<file path="src/rtl/lsft_pkg.sv">
// Constants and carrier types shared by the load/store forward throttle.
package lsft_pkg;

   localparam int LINE_OFS_W  = 6;
   localparam int CHUNK_OFS_W = 2;
   localparam int LINE_CHUNKS = 16;
   localparam int ALIAS_BITS  = 12;
   localparam int SB_DEPTH    = 4;
   localparam int GAP_W       = 4;

   localparam logic [2:0]       FWD_MAX_LOG = 3'h3;
   localparam logic [2:0]       WORD_LOG    = 3'h2;
   localparam logic [GAP_W-1:0] GAP_FREE    = 4'h1;
   localparam logic [GAP_W-1:0] GAP_FAST    = 4'h2;
   localparam logic [GAP_W-1:0] GAP_SLOW    = 4'h9;
   localparam logic [31:0]      SP_RST      = 32'h0000_0000;

   typedef enum logic [1:0] {
      KIND_ALU    = 2'b00,
      KIND_MEM    = 2'b01,
      KIND_FPPIPE = 2'b10
   } lsft_kind_type;

   typedef enum logic [2:0] {
      DATA_SEGMENT        = 3'b000,
      EXTRA_SEGMENT_F     = 3'b001,
      EXTRA_SEGMENT_G     = 3'b010,
      STRING_DEST_SEGMENT = 3'b011,
      CODE_SEGMENT        = 3'b100,
      STACK_SEGMENT       = 3'b101
   } lsft_seg_type;

   typedef enum logic [0:0] {
      ST_RUN  = 1'b0,
      ST_LONG = 1'b1
   } lsft_state_type;

   typedef struct packed {
      logic          valid;
      lsft_kind_type kind;
      logic          is_store;
      logic          is_int;
      lsft_seg_type  seg;
      logic          str_dst;
      logic          push;
      logic          pop;
      logic [2:0]    size_log;
      logic [31:0]   base;
      logic [31:0]   addr;
      logic [63:0]   data;
   } lsft_op_type;

   typedef struct packed {
      logic        valid;
      logic        is_int;
      logic [2:0]  size_log;
      logic [31:0] addr;
      logic [63:0] data;
   } lsft_sb_type;

   typedef struct packed {
      logic        valid;
      logic [2:0]  size_log;
      logic [31:0] addr;
   } lsft_req_type;

endpackage

</file>
<file path="src/rtl/lsft_throttle.sv">
// Per-pipeline spacing counter for memory operations.
`timescale 1ns/1ps
`default_nettype none
module lsft_throttle (
   input  wire logic                    clk_i,     // Core clock.
   input  wire logic                    sys_rst_i, // Asynchronous reset, high.
   input  wire logic [lsft_pkg::GAP_W-1:0] gap_i,  // Spacing the pending op needs.
   input  wire logic                    fire_i,    // Memory op issues this cycle.
   output logic                         ready_o    // Spacing satisfied.
);
   import lsft_pkg::*;

   logic [GAP_W-1:0] since_r;
   logic [GAP_W-1:0] last_r;
   logic [GAP_W-1:0] since_nxt;

   // A new op waits both for its own spacing and for that of the previous op.
   assign ready_o   = (since_r >= gap_i) && (since_r >= last_r); // RQ18
   assign since_nxt = fire_i ? GAP_FREE
                    : (&since_r) ? since_r : since_r + GAP_FREE;

   always_ff @(posedge clk_i or posedge sys_rst_i) begin
      if (sys_rst_i) begin
         since_r <= '1;
         last_r  <= GAP_FREE;
      end else begin
         since_r <= since_nxt;
         if (fire_i) begin
            last_r <= gap_i; // RQ18
         end
      end
   end
endmodule
`default_nettype wire

</file>
<file path="src/rtl/lsft_fwd_cmp.sv">
// Compares one store buffer entry against a load for forwarding.
`timescale 1ns/1ps
`default_nettype none
module lsft_fwd_cmp (
   input  wire lsft_pkg::lsft_sb_type ent_i,     // Store buffer entry.
   input  wire logic [31:0]           addr_i,    // Load linear address.
   input  wire logic [2:0]            size_log_i,// Load size, log2 bytes.
   input  wire logic                  int_i,     // Load is integer.
   output logic                       overlap_o, // Bytes overlap.
   output logic                       exact_o    // Entry may forward.
);
   import lsft_pkg::*;

   logic [ALIAS_BITS:0] st_lo;
   logic [ALIAS_BITS:0] st_hi;
   logic [ALIAS_BITS:0] ld_lo;
   logic [ALIAS_BITS:0] ld_hi;

   // Only the low address bits take part, so aliases look like hits.
   assign st_lo = {1'b0, ent_i.addr[ALIAS_BITS-1:0]}; // RQ4
   assign ld_lo = {1'b0, addr_i[ALIAS_BITS-1:0]}; // RQ4
   assign st_hi = st_lo + ((ALIAS_BITS+1)'(1) << ent_i.size_log);
   assign ld_hi = ld_lo + ((ALIAS_BITS+1)'(1) << size_log_i);

   assign overlap_o = ent_i.valid && (st_lo < ld_hi) && (ld_lo < st_hi);
   assign exact_o   = overlap_o
                    && (st_lo == ld_lo) // RQ2
                    && (ent_i.size_log == size_log_i) // RQ2
                    && (size_log_i <= FWD_MAX_LOG) // RQ3
                    && ent_i.is_int && int_i; // RQ1

endmodule
`default_nettype wire

</file>
<file path="src/rtl/lsft_top.sv">
// Issue, store forwarding and segment throttle control of the load/store path.
//
// Summary of operation
// RQ1 - Forward store data only between integer operations, never FP or SIMD.
// RQ2 - Forward only when load and store have equal size and address.
// RQ3 - Stores wider than 8 bytes never forward; load uses cache.
// RQ4 - Forward match compares only the low 12 address bits.
// RQ5 - A 64-byte line is handled as 16 chunks of 4 bytes.
// RQ6 - Narrow accesses to different bytes of one chunk are delayed.
// RQ7 - Zero segment base is the fast case; non-zero bases are slowed.
// RQ8 - Base not line aligned: one memory operation per 9 cycles.
// RQ9 - Data segment, non-zero aligned base: one per two cycles.
// RQ10 - Extra segments F and G: one per two cycles, even zero base.
// RQ11 - String destination segment: two cycles as string target, else nine.
// RQ12 - Code and stack segments, non-zero aligned base: one per nine cycles.
// RQ13 - A load overlapping an unforwardable store is delayed and reissued.
// RQ14 - Push and pop update the stack pointer here, without microcode.
// RQ15 - In-order pipeline issuing up to two instructions per cycle.
// RQ16 - Pipelined FP multiply and add ops issue back to back.
// RQ17 - Cache hazards make a long op that blocks all later issue.
// RQ18 - Per-pipeline counter spaces memory ops by the segment interval.
// RQ19 - A refused load waits for the store to drain, then reads cache.
`timescale 1ns/1ps
`default_nettype none
module lsft_top #(
   parameter int SB_N = lsft_pkg::SB_DEPTH
) (
   input  wire logic                  clk_i,          // Core clock, 40 MHz.
   input  wire logic                  sys_rst_i,      // Asynchronous reset, high.
   input  wire lsft_pkg::lsft_op_type op0_i,          // Older issue slot.
   input  wire lsft_pkg::lsft_op_type op1_i,          // Younger issue slot.
   input  wire logic                  cache_hazard_i, // Pending load met a hazard.
   input  wire logic                  cache_done_i,   // Long access finished.
   input  wire logic                  sb_drain_i,     // Oldest store written.
   input  wire logic                  sp_wr_i,        // Stack pointer write.
   input  wire logic [31:0]           sp_wdata_i,     // Stack pointer value.
   output logic                       issue0_o,       // Slot 0 issues.
   output logic                       issue1_o,       // Slot 1 issues.
   output lsft_pkg::lsft_req_type     mem_req_o,      // Load request to cache.
   output logic                       fwd_valid_o,    // Forwarded data valid.
   output logic [63:0]                fwd_data_o,     // Forwarded data.
   output logic                       reissue_o,      // Load refused, reissued.
   output logic                       long_busy_o,    // Long op blocks issue.
   output lsft_pkg::lsft_sb_type      sb_head_o,      // Oldest buffered store.
   output logic [31:0]                sp_o            // Stack pointer.
);
   import lsft_pkg::*;

   localparam int IDX_W = (SB_N > 1) ? $clog2(SB_N) : 1;
   localparam int CNT_W = $clog2(SB_N + 1);
   localparam logic [CNT_W-1:0] SB_FULL = CNT_W'(SB_N);
   localparam logic [CNT_W-1:0] CNT_ONE = CNT_W'(1);

   generate
      if (SB_N < 1 || SB_N > 16) begin : g_bad_depth
         $error("SB_N must lie between 1 and 16");
      end
   endgenerate

   lsft_state_type   state_r;
   lsft_state_type   state_nxt;
   lsft_sb_type      sb_r [SB_N];
   lsft_sb_type      sb_nxt [SB_N];
   logic [CNT_W-1:0] cnt_r;
   logic [CNT_W-1:0] cnt_nxt;
   logic [31:0]      sp_r;
   logic [31:0]      sp_nxt;
   lsft_req_type     req_r;
   logic             fwd_valid_r;
   logic [63:0]      fwd_data_r;
   logic             wait_r;
   logic             chunk_wait_r;
   logic [29:0]      last_word_r;
   logic [3:0]       last_mask_r;
   logic             last_narrow_r;

   wire logic        mem0_w;
   wire logic        mem1_w;
   wire logic        slot1_w;
   lsft_op_type      msel;
   wire logic        mem_any_w;
   wire logic        ld_w;
   wire logic        st_w;
   wire logic        base_zero_w;
   wire logic        base_line_w;
   wire logic        seg_fg_w;
   logic [GAP_W-1:0] gap_w;
   logic [31:0]      sz_w;
   logic [31:0]      lin_w;
   logic [3:0]       chunk_w;
   logic [3:0]       mask_w;
   wire logic        narrow_w;
   wire logic        chunk_hold_w;
   logic [SB_N-1:0]  ovl_w;
   logic [SB_N-1:0]  exact_w;
   logic             hit_any;
   logic [IDX_W-1:0] hit_idx;
   wire logic        fwd_ok_w;
   wire logic        conflict_w;
   wire logic        st_full_w;
   wire logic        rdy0_w;
   wire logic        rdy1_w;
   wire logic        thr_ok_w;
   wire logic        hazard_w;
   wire logic        run_w;
   wire logic        mem_go_w;
   wire logic        drain_w;
   lsft_sb_type      new_ent_w;

   // Only one memory port: slot 1 carries a memory op only if slot 0 does not.
   assign mem0_w    = op0_i.valid && (op0_i.kind == KIND_MEM);
   assign mem1_w    = op1_i.valid && (op1_i.kind == KIND_MEM);
   assign slot1_w   = !mem0_w && mem1_w;
   assign msel      = mem0_w ? op0_i : op1_i;
   assign mem_any_w = mem0_w || mem1_w;
   assign ld_w      = mem_any_w && !msel.is_store;
   assign st_w      = mem_any_w && msel.is_store;

   assign base_zero_w = (msel.base == 32'h0000_0000); // RQ7
   assign base_line_w = (msel.base[LINE_OFS_W-1:0] == '0);
   assign seg_fg_w    = (msel.seg == EXTRA_SEGMENT_F) || (msel.seg == EXTRA_SEGMENT_G);

   // Spacing demanded by the segment and the alignment of its base.
   assign gap_w = !base_line_w ? GAP_SLOW // RQ8
      : seg_fg_w ? GAP_FAST // RQ10
      : base_zero_w ? GAP_FREE // RQ7
      : (msel.seg == DATA_SEGMENT) ? GAP_FAST // RQ9
      : (msel.seg == STRING_DEST_SEGMENT && msel.str_dst) ? GAP_FAST // RQ11
      : GAP_SLOW; // RQ11 RQ12

   // The address unit forms push and pop addresses from its own stack pointer.
   assign sz_w  = 32'h0000_0001 << msel.size_log;
   assign lin_w = msel.push ? sp_r - sz_w // RQ14
                : msel.pop ? sp_r // RQ14
                : msel.base + msel.addr;

   // Chunk index within the line and bytes touched inside that chunk.
   assign chunk_w  = lin_w[LINE_OFS_W-1:CHUNK_OFS_W]; // RQ5
   assign narrow_w = msel.size_log < WORD_LOG;
   assign mask_w   = narrow_w ? (4'((4'h1 << sz_w[2:0]) - 4'h1) << lin_w[1:0]) : 4'hF;
   assign chunk_hold_w = mem_any_w && narrow_w && last_narrow_r && !chunk_wait_r
                       && ({lin_w[31:LINE_OFS_W], chunk_w} == last_word_r)
                       && (mask_w != last_mask_r); // RQ6

   genvar g;
   generate
      for (g = 0; g < SB_N; g++) begin : g_cmp
         lsft_fwd_cmp u_cmp (
            .ent_i      (sb_r[g]),
            .addr_i     (lin_w),
            .size_log_i (msel.size_log),
            .int_i      (msel.is_int),
            .overlap_o  (ovl_w[g]),
            .exact_o    (exact_w[g])
         );
      end
   endgenerate

   // The youngest overlapping store decides; later entries are younger.
   always_comb begin
      hit_any = 1'b0;
      hit_idx = '0;
      for (int i = 0; i < SB_N; i++) begin
         if (ovl_w[i]) begin
            hit_any = 1'b1;
            hit_idx = IDX_W'(i);
         end
      end
   end

   assign fwd_ok_w   = ld_w && hit_any && exact_w[hit_idx]; // RQ1 RQ2 RQ3
   assign conflict_w = ld_w && hit_any && !exact_w[hit_idx]; // RQ13 RQ19
   assign st_full_w  = st_w && (cnt_r == SB_FULL);

   lsft_throttle u_thr0 (
      .clk_i     (clk_i),
      .sys_rst_i (sys_rst_i),
      .gap_i     (gap_w),
      .fire_i    (mem_go_w && !slot1_w),
      .ready_o   (rdy0_w)
   );

   lsft_throttle u_thr1 (
      .clk_i     (clk_i),
      .sys_rst_i (sys_rst_i),
      .gap_i     (gap_w),
      .fire_i    (mem_go_w && slot1_w),
      .ready_o   (rdy1_w)
   );

   assign thr_ok_w = slot1_w ? rdy1_w : rdy0_w; // RQ18

   // A hazard on the pending load stops issue in the very cycle it is seen.
   assign hazard_w    = req_r.valid && cache_hazard_i; // RQ17
   assign run_w       = (state_r == ST_RUN) && !hazard_w; // RQ17
   assign long_busy_o = !run_w;

   assign mem_go_w = run_w && mem_any_w && thr_ok_w && !st_full_w
                   && !conflict_w && !chunk_hold_w; // RQ13 RQ19

   // Non-memory ops, pipelined FP multiply and add among them, wait only for a long op and, in slot 1, for slot 0.
   assign issue0_o = op0_i.valid && run_w && (!mem0_w || mem_go_w); // RQ16
   assign issue1_o = op1_i.valid && issue0_o
                   && (!mem1_w || (slot1_w && mem_go_w)); // RQ15

   assign reissue_o = conflict_w && run_w && !wait_r; // RQ13

   always_comb begin
      unique case (state_r)
         ST_RUN:  state_nxt = hazard_w ? ST_LONG : ST_RUN;
         ST_LONG: state_nxt = cache_done_i ? ST_RUN : ST_LONG;
      endcase
   end

   assign new_ent_w = '{valid: 1'b1, is_int: msel.is_int, size_log: msel.size_log,
                        addr: lin_w, data: msel.data};
   assign drain_w   = sb_drain_i && (cnt_r != '0);

   // Store buffer shifts toward entry 0 as the cache takes the oldest store.
   always_comb begin
      sb_nxt  = sb_r;
      cnt_nxt = cnt_r;
      if (drain_w) begin
         for (int i = 0; i < SB_N - 1; i++) begin
            sb_nxt[i] = sb_r[i+1];
         end
         sb_nxt[SB_N-1] = '0;
         cnt_nxt = cnt_r - CNT_ONE;
      end
      if (mem_go_w && st_w) begin
         sb_nxt[IDX_W'(cnt_nxt)] = new_ent_w;
         cnt_nxt = cnt_nxt + CNT_ONE;
      end
   end

   always_comb begin
      sp_nxt = sp_r;
      if (sp_wr_i) begin
         sp_nxt = sp_wdata_i;
      end else if (mem_go_w && msel.push) begin
         sp_nxt = sp_r - sz_w; // RQ14
      end else if (mem_go_w && msel.pop) begin
         sp_nxt = sp_r + sz_w; // RQ14
      end
   end

   always_ff @(posedge clk_i or posedge sys_rst_i) begin
      if (sys_rst_i) begin
         state_r <= ST_RUN;
         cnt_r   <= '0;
         sp_r    <= SP_RST;
         for (int i = 0; i < SB_N; i++) begin
            sb_r[i] <= '0;
         end
      end else begin
         state_r <= state_nxt;
         cnt_r   <= cnt_nxt;
         sp_r    <= sp_nxt;
         sb_r    <= sb_nxt;
      end
   end

   always_ff @(posedge clk_i or posedge sys_rst_i) begin
      if (sys_rst_i) begin
         req_r        <= '0;
         fwd_valid_r  <= 1'b0;
         fwd_data_r   <= '0;
         wait_r       <= 1'b0;
         chunk_wait_r <= 1'b0;
      end else begin
         req_r.valid    <= mem_go_w && ld_w && !fwd_ok_w; // RQ3 RQ19
         req_r.size_log <= msel.size_log;
         req_r.addr     <= lin_w;
         fwd_valid_r    <= mem_go_w && fwd_ok_w;
         fwd_data_r     <= sb_r[hit_idx].data;
         wait_r         <= conflict_w;
         chunk_wait_r   <= chunk_hold_w; // RQ6
      end
   end

   always_ff @(posedge clk_i or posedge sys_rst_i) begin
      if (sys_rst_i) begin
         last_word_r   <= '0;
         last_mask_r   <= '0;
         last_narrow_r <= 1'b0;
      end else if (mem_go_w) begin
         last_word_r   <= lin_w[31:CHUNK_OFS_W];
         last_mask_r   <= mask_w;
         last_narrow_r <= narrow_w;
      end
   end

   assign mem_req_o   = req_r;
   assign fwd_valid_o = fwd_valid_r;
   assign fwd_data_o  = fwd_data_r;
   assign sb_head_o   = sb_r[0];
   assign sp_o        = sp_r;
endmodule
`default_nettype wire

</file>
<file path="config.mk">
export PLATFORM = sky130hd
export DESIGN_NAME = lsft_top
export DESIGN_NICKNAME = d
export VERILOG_FILES = /design/src/rtl/lsft_pkg.sv /design/src/rtl/lsft_throttle.sv /design/src/rtl/lsft_fwd_cmp.sv /design/src/rtl/lsft_top.sv
export SDC_FILE = /design/constraint.sdc
export NUM_CORES = 2
export LEC_CHECK = 0
export BUFFER_PORTS_ARGS = -buffer_cell sky130_fd_sc_hd__buf_2
export CAP_MARGIN = 20
export CORE_MARGIN = 2
export CORE_UTILIZATION = 37
export DETAILED_ROUTE_END_ITERATION = 8
export PLACE_DENSITY_LB_ADDON = 0.12
export SETUP_SLACK_MARGIN = 0.5
export SLEW_MARGIN = 20
export SYNTH_ARGS = -nofsm -noshare
export SYNTH_HDL_FRONTEND = slang
export SYNTH_HIERARCHICAL = 1
export SYNTH_SLANG_ARGS = --single-unit
</file>
<file path="constraint.sdc">
create_clock -name clk_i -period 22.9 [get_ports clk_i]
set_clock_uncertainty 0.15 [all_clocks]
set_input_delay 1.145 -clock clk_i [delete_from_list [all_inputs] [get_ports clk_i]]
set_output_delay 1.145 -clock clk_i [all_outputs]
set_load 0.1 [all_outputs]
</file>
==> results summary <==
Of all flip-flops after synthesis, the portion carrying an async set or reset was 100%. The number of cells traversed by the worst register-to-register path is 36. The delay of the slowest critical-path stage came out at about 0.83 ns. The worst ir drop on vdd is between 0.00006 and 0.00007 V.

The sum of negative setup slack is 0 ns. The vertical die dimension came out at roughly 340 um. The area share of the largest cell type after synthesis came out at about a third.

The biggest area consumer among synthesized cells is dfrtp_1. The beginning of the worst hold path is state_r$_DFF_PP0_. The class of the most critical setup path is input pin to output port. The number of instances in the synthesized netlist came out at between 5,000 and 6,000. Buffers placed on the I/O ports in this run total about 560. The cell that appears most often on the critical path is buf_4. The buffer count from post-CTS setup fixing came out at 0.

The tool flagged a number of max-cap violations equal to 0. Hold repair after CTS inserted 0 buffers. The antenna violation net count after detailed routing is 0.

The number of nets in the final layout is between 6,000 and 7,000. The worst slew margin relative to its limit came out at ~24%. The fraction of final layout cells sized beyond drive strength 1 is 15.8%. The detailed-route wire length is approximately 150,000 um. The initial DRC count came out at 2,903. The first-pass iteration count of the detailed router came out at 6. The count of final setup violators is 0.

The die is 338 um wide. After detailed routing, the average wire length per cell comes to between 20 and 25 um. The placed cell count came out at 6,905.

The first-pass GRT wire length is about 230,000 um. The die covers between 100,000 and 150,000 um^2. The H-tree generated during clock tree synthesis spans 3 levels. After synthesis, the cell types taking the most area are dfrtp_1, nand2_1, ha_1. STA classifies the critical path endpoint as an output port. The deepest clock path buffer count came out at 3. Setup repair after global routing left no endpoint under its margin. The latest clock arrival within the worst-skew pair came out at around 0.65 ns.

The worst path required time is approximately 22 ns. The worst-margin pin slew is between 1 and 1.5 ns. The path with the worst hold slack has its endpoint at state_r$_DFF_PP0_. The number of vias in the routed layout came out at approximately 38,000. The worst register-to-register path begins at sp_o[0]$_DFFE_PP0P_. Counting instances, the worst hold path has a depth of 1. The synthesized design contains 0 enable-type register cells. The share of the clock period used by the worst path after layout is between 60% and 70%.

The total congestion overflow is 0. Across all setup checks in the final design, the least slack found is roughly 9.1 ns. The pin count of the biggest net entering global routing is between 200 and 250. The core footprint is approximately 110,000 um^2. The number of gates resized after CTS was 0.

The total of warnings raised by yosys came out at 6. The worst-case hold slack is a little under 0.3 ns. The number of sinks handled by clock tree synthesis is 594. The flow ran to the end, and the final reports show no timing, DRC or antenna violations.

The number of storage elements in the synthesis netlist came out at 594. The sequential cell area fraction in the yosys report came out at between 30% and 40%. The post-synthesis cell type count is about 110. In the synthesized netlist the dominant register cell turns out to be dfrtp_1. During I/O placement, the number of pins put on the boundary was 560. The max-slew violation count was 0. The setup slack after placement is between 9 and 10 ns. The vias per cell is around 5.4. The slack of the worst reg-to-reg path is between 10 and 15 ns. Once layout is complete, the cells apart from fillers number ~7,000. The clock buffer count from CTS came out at 76. In this run the static leakage power is 23.3 nW. In this run the power density over the cells is between 80 and 90 nW/um^2. The maximum fanout along the worst path is roughly 70.

The post-DP HPWL came out at between 100,000 and 150,000 um. The total cell area at the placement stage came out at 44,400 um^2. The root buffer cell chosen for the clock tree is clkbuf_16. The congestion estimate from routability-driven global placement came to 0.895.

Global routing used 24.8% of the available tracks. The mean cell area of the mapped netlist is 7.90 um^2. The number of global-route vias before repair is approximately 37,000. The floorplan has 122 rows. The endpoint of the worst register-to-register path is sb_head_o[10]$_DFF_PP0_.

The number of remaining DRC errors came out at 0. From synthesis to final layout, the design area changed by 13.3%. The total count of hold-check failures in the final report came out at 0.

The class of the tightest hold or removal check is flip-flop to flip-flop. The timing-limited maximum frequency is around 0.072 GHz. STA puts the critical path data arrival time at approximately 13 ns. The slowest stage of the critical path belongs to the cell nor2_1. The kind of start point of the critical path is an input pin. The finished cells cover around 47,000 um^2. In this run the cell area of the synthesized design comes to a little over 40,000 um^2.

The initial antenna violation count came to 7. For this configuration, the core starts out at a cell density of 37.3%. TritonCTS built the clock tree.

The clock transition at the register clock pins on the worst setup and hold paths after CTS is about 0.050 ns. The minimum period implied by the final worst setup slack is roughly 14 ns.
[registers in the layout, indices dropped and copies added (netlist names), 30 cells and up]
| name | cells |
|---|---|
| mem_req_o | 36 |
| sb_r | 303 |
| sb_head_o | 101 |
| last_word_r | 30 |
| fwd_data_o | 64 |
| sp_o | 32 |
[worst max-delay path by stage]
stage	startpoint	to	slack [ns]	cells past startpoint
4_1_cts	op0_i[140]	issue1_o	9.16	40
2_1_floorplan	sys_rst_i	chunk_wait_r$_DFF_PP0_	5.43	1
3_5_place_dp	op0_i[140]	sb_head_o[10]$_DFF_PP0_	9.04	42
5_1_grt	op0_i[140]	issue1_o	8.20	40
3_3_place_gp	op0_i[140]	sb_head_o[47]$_DFF_PP0_	9.28	42
6_report	op0_i[140]	issue1_o	9.06	40
[Yosys cell counts, types with 33 or more instances]
master,number
nand2_1,1399
dfrtp_1,584
o21ai_0,428
nor2_1,269
clkbuf_1,231
ha_1,219
a21oi_1,205
nand3_1,196
o22ai_1,135
inv_1,133
a31oi_1,116
buf_4,114
mux2i_1,112
xor2_1,96
nor3_1,90
xnor2_1,86
buf_2,62
nand4_1,55
a21o_1,40
and3_1,40
nand2b_1,37
nor3b_1,34
or3_1,33
[layout make-up]
| class | instances | area, um^2 |
|---|---|---|
| tap | 1488 | 1860 |
| timing repair buffer | 621 | 3300 |
| inverter | 135 | 517 |
| multi-input combinational | 4067 | 23800 |
| antenna | 3 | 7.51 |
| clock inverter | 28 | 317 |
| clock buffer | 106 | 2200 |
| sequential | 594 | 14900 |
| fill | 11335 | 63900 |
[metal layers]
metal	GRT usage, %	part of all wire [%]	wire length (um)
met1	34.4	46	66800
met2	40.9	47	69200
met3	3.25	4.9	7110
met4	6.03	2.2	3240
met5	0	0.014	21
[cells in the final DEF, fill, tap and decap left out, types with 12 or more instances in the layout]
master	netlist	routed
nor4_1	26	26
nand3_1	196	196
mux2_2	28	28
nor2_1	269	269
xor2_1	96	96
a31oi_1	116	116
nor3b_1	34	34
clkbuf_1	231	14
or3_1	33	32
nand4_1	55	55
and3_1	40	40
o22ai_1	135	135
nor2b_1	14	14
buf_4	114	59
o21ai_0	428	427
nand2b_1	37	37
a211oi_1	16	16
nor3_1	90	90
clkbuf_8	0	14
dfrtp_1	584	584
o211ai_1	19	19
clkinv_2	0	13
o21a_1	24	24
and2_1	19	19
xnor2_1	86	86
nand2_1	1399	1395
mux2i_1	112	109
o21ai_1	26	26
ha_1	219	219
or2_2	12	12
o2111ai_1	19	19
a21o_1	40	40
clkbuf_16	0	78
inv_1	133	130
a21oi_1	205	204
buf_2	62	559
[power breakdown]
| group | switching, mW | internal (mW) | leakage, nW |
|---|---|---|---|
| Clock | 0.498 | 0.728 | 1.24 |
| Combinational | 0.998 | 0.399 | 14.0 |
| Sequential | 0.103 | 1.15 | 8.02 |
[critical path: cells and delay by family]
family          cells  cell delay (ns)
simple gates       12             3.57
compound gates     13             3.26
buf+inv             9             2.57
fa+ha+maj           4             1.36
mux                 1             0.41
xor+xnor            1             0.16
[cells by family after synthesis]
family	after synthesis	share of synthesized area, %
simple gates	2313	24.8
compound gates	1194	17.9
other cells	1	0.00907
flops	594	36.0
mux	140	3.47
buf+inv	576	6.78
xor+xnor	182	3.85
fa+ha+maj	234	7.25
[stage by stage]
step / util [%] / power [mW]
floorplan: - / 2.28
global placement: 40.0 / 2.65
detailed placement: 40.0 / 2.66
CTS: 42.3 / 3.90
global route: 42.3 / 4.07
finish: 42.3 / 3.87
No activity file was read; power rests on OpenSTA's default activity.
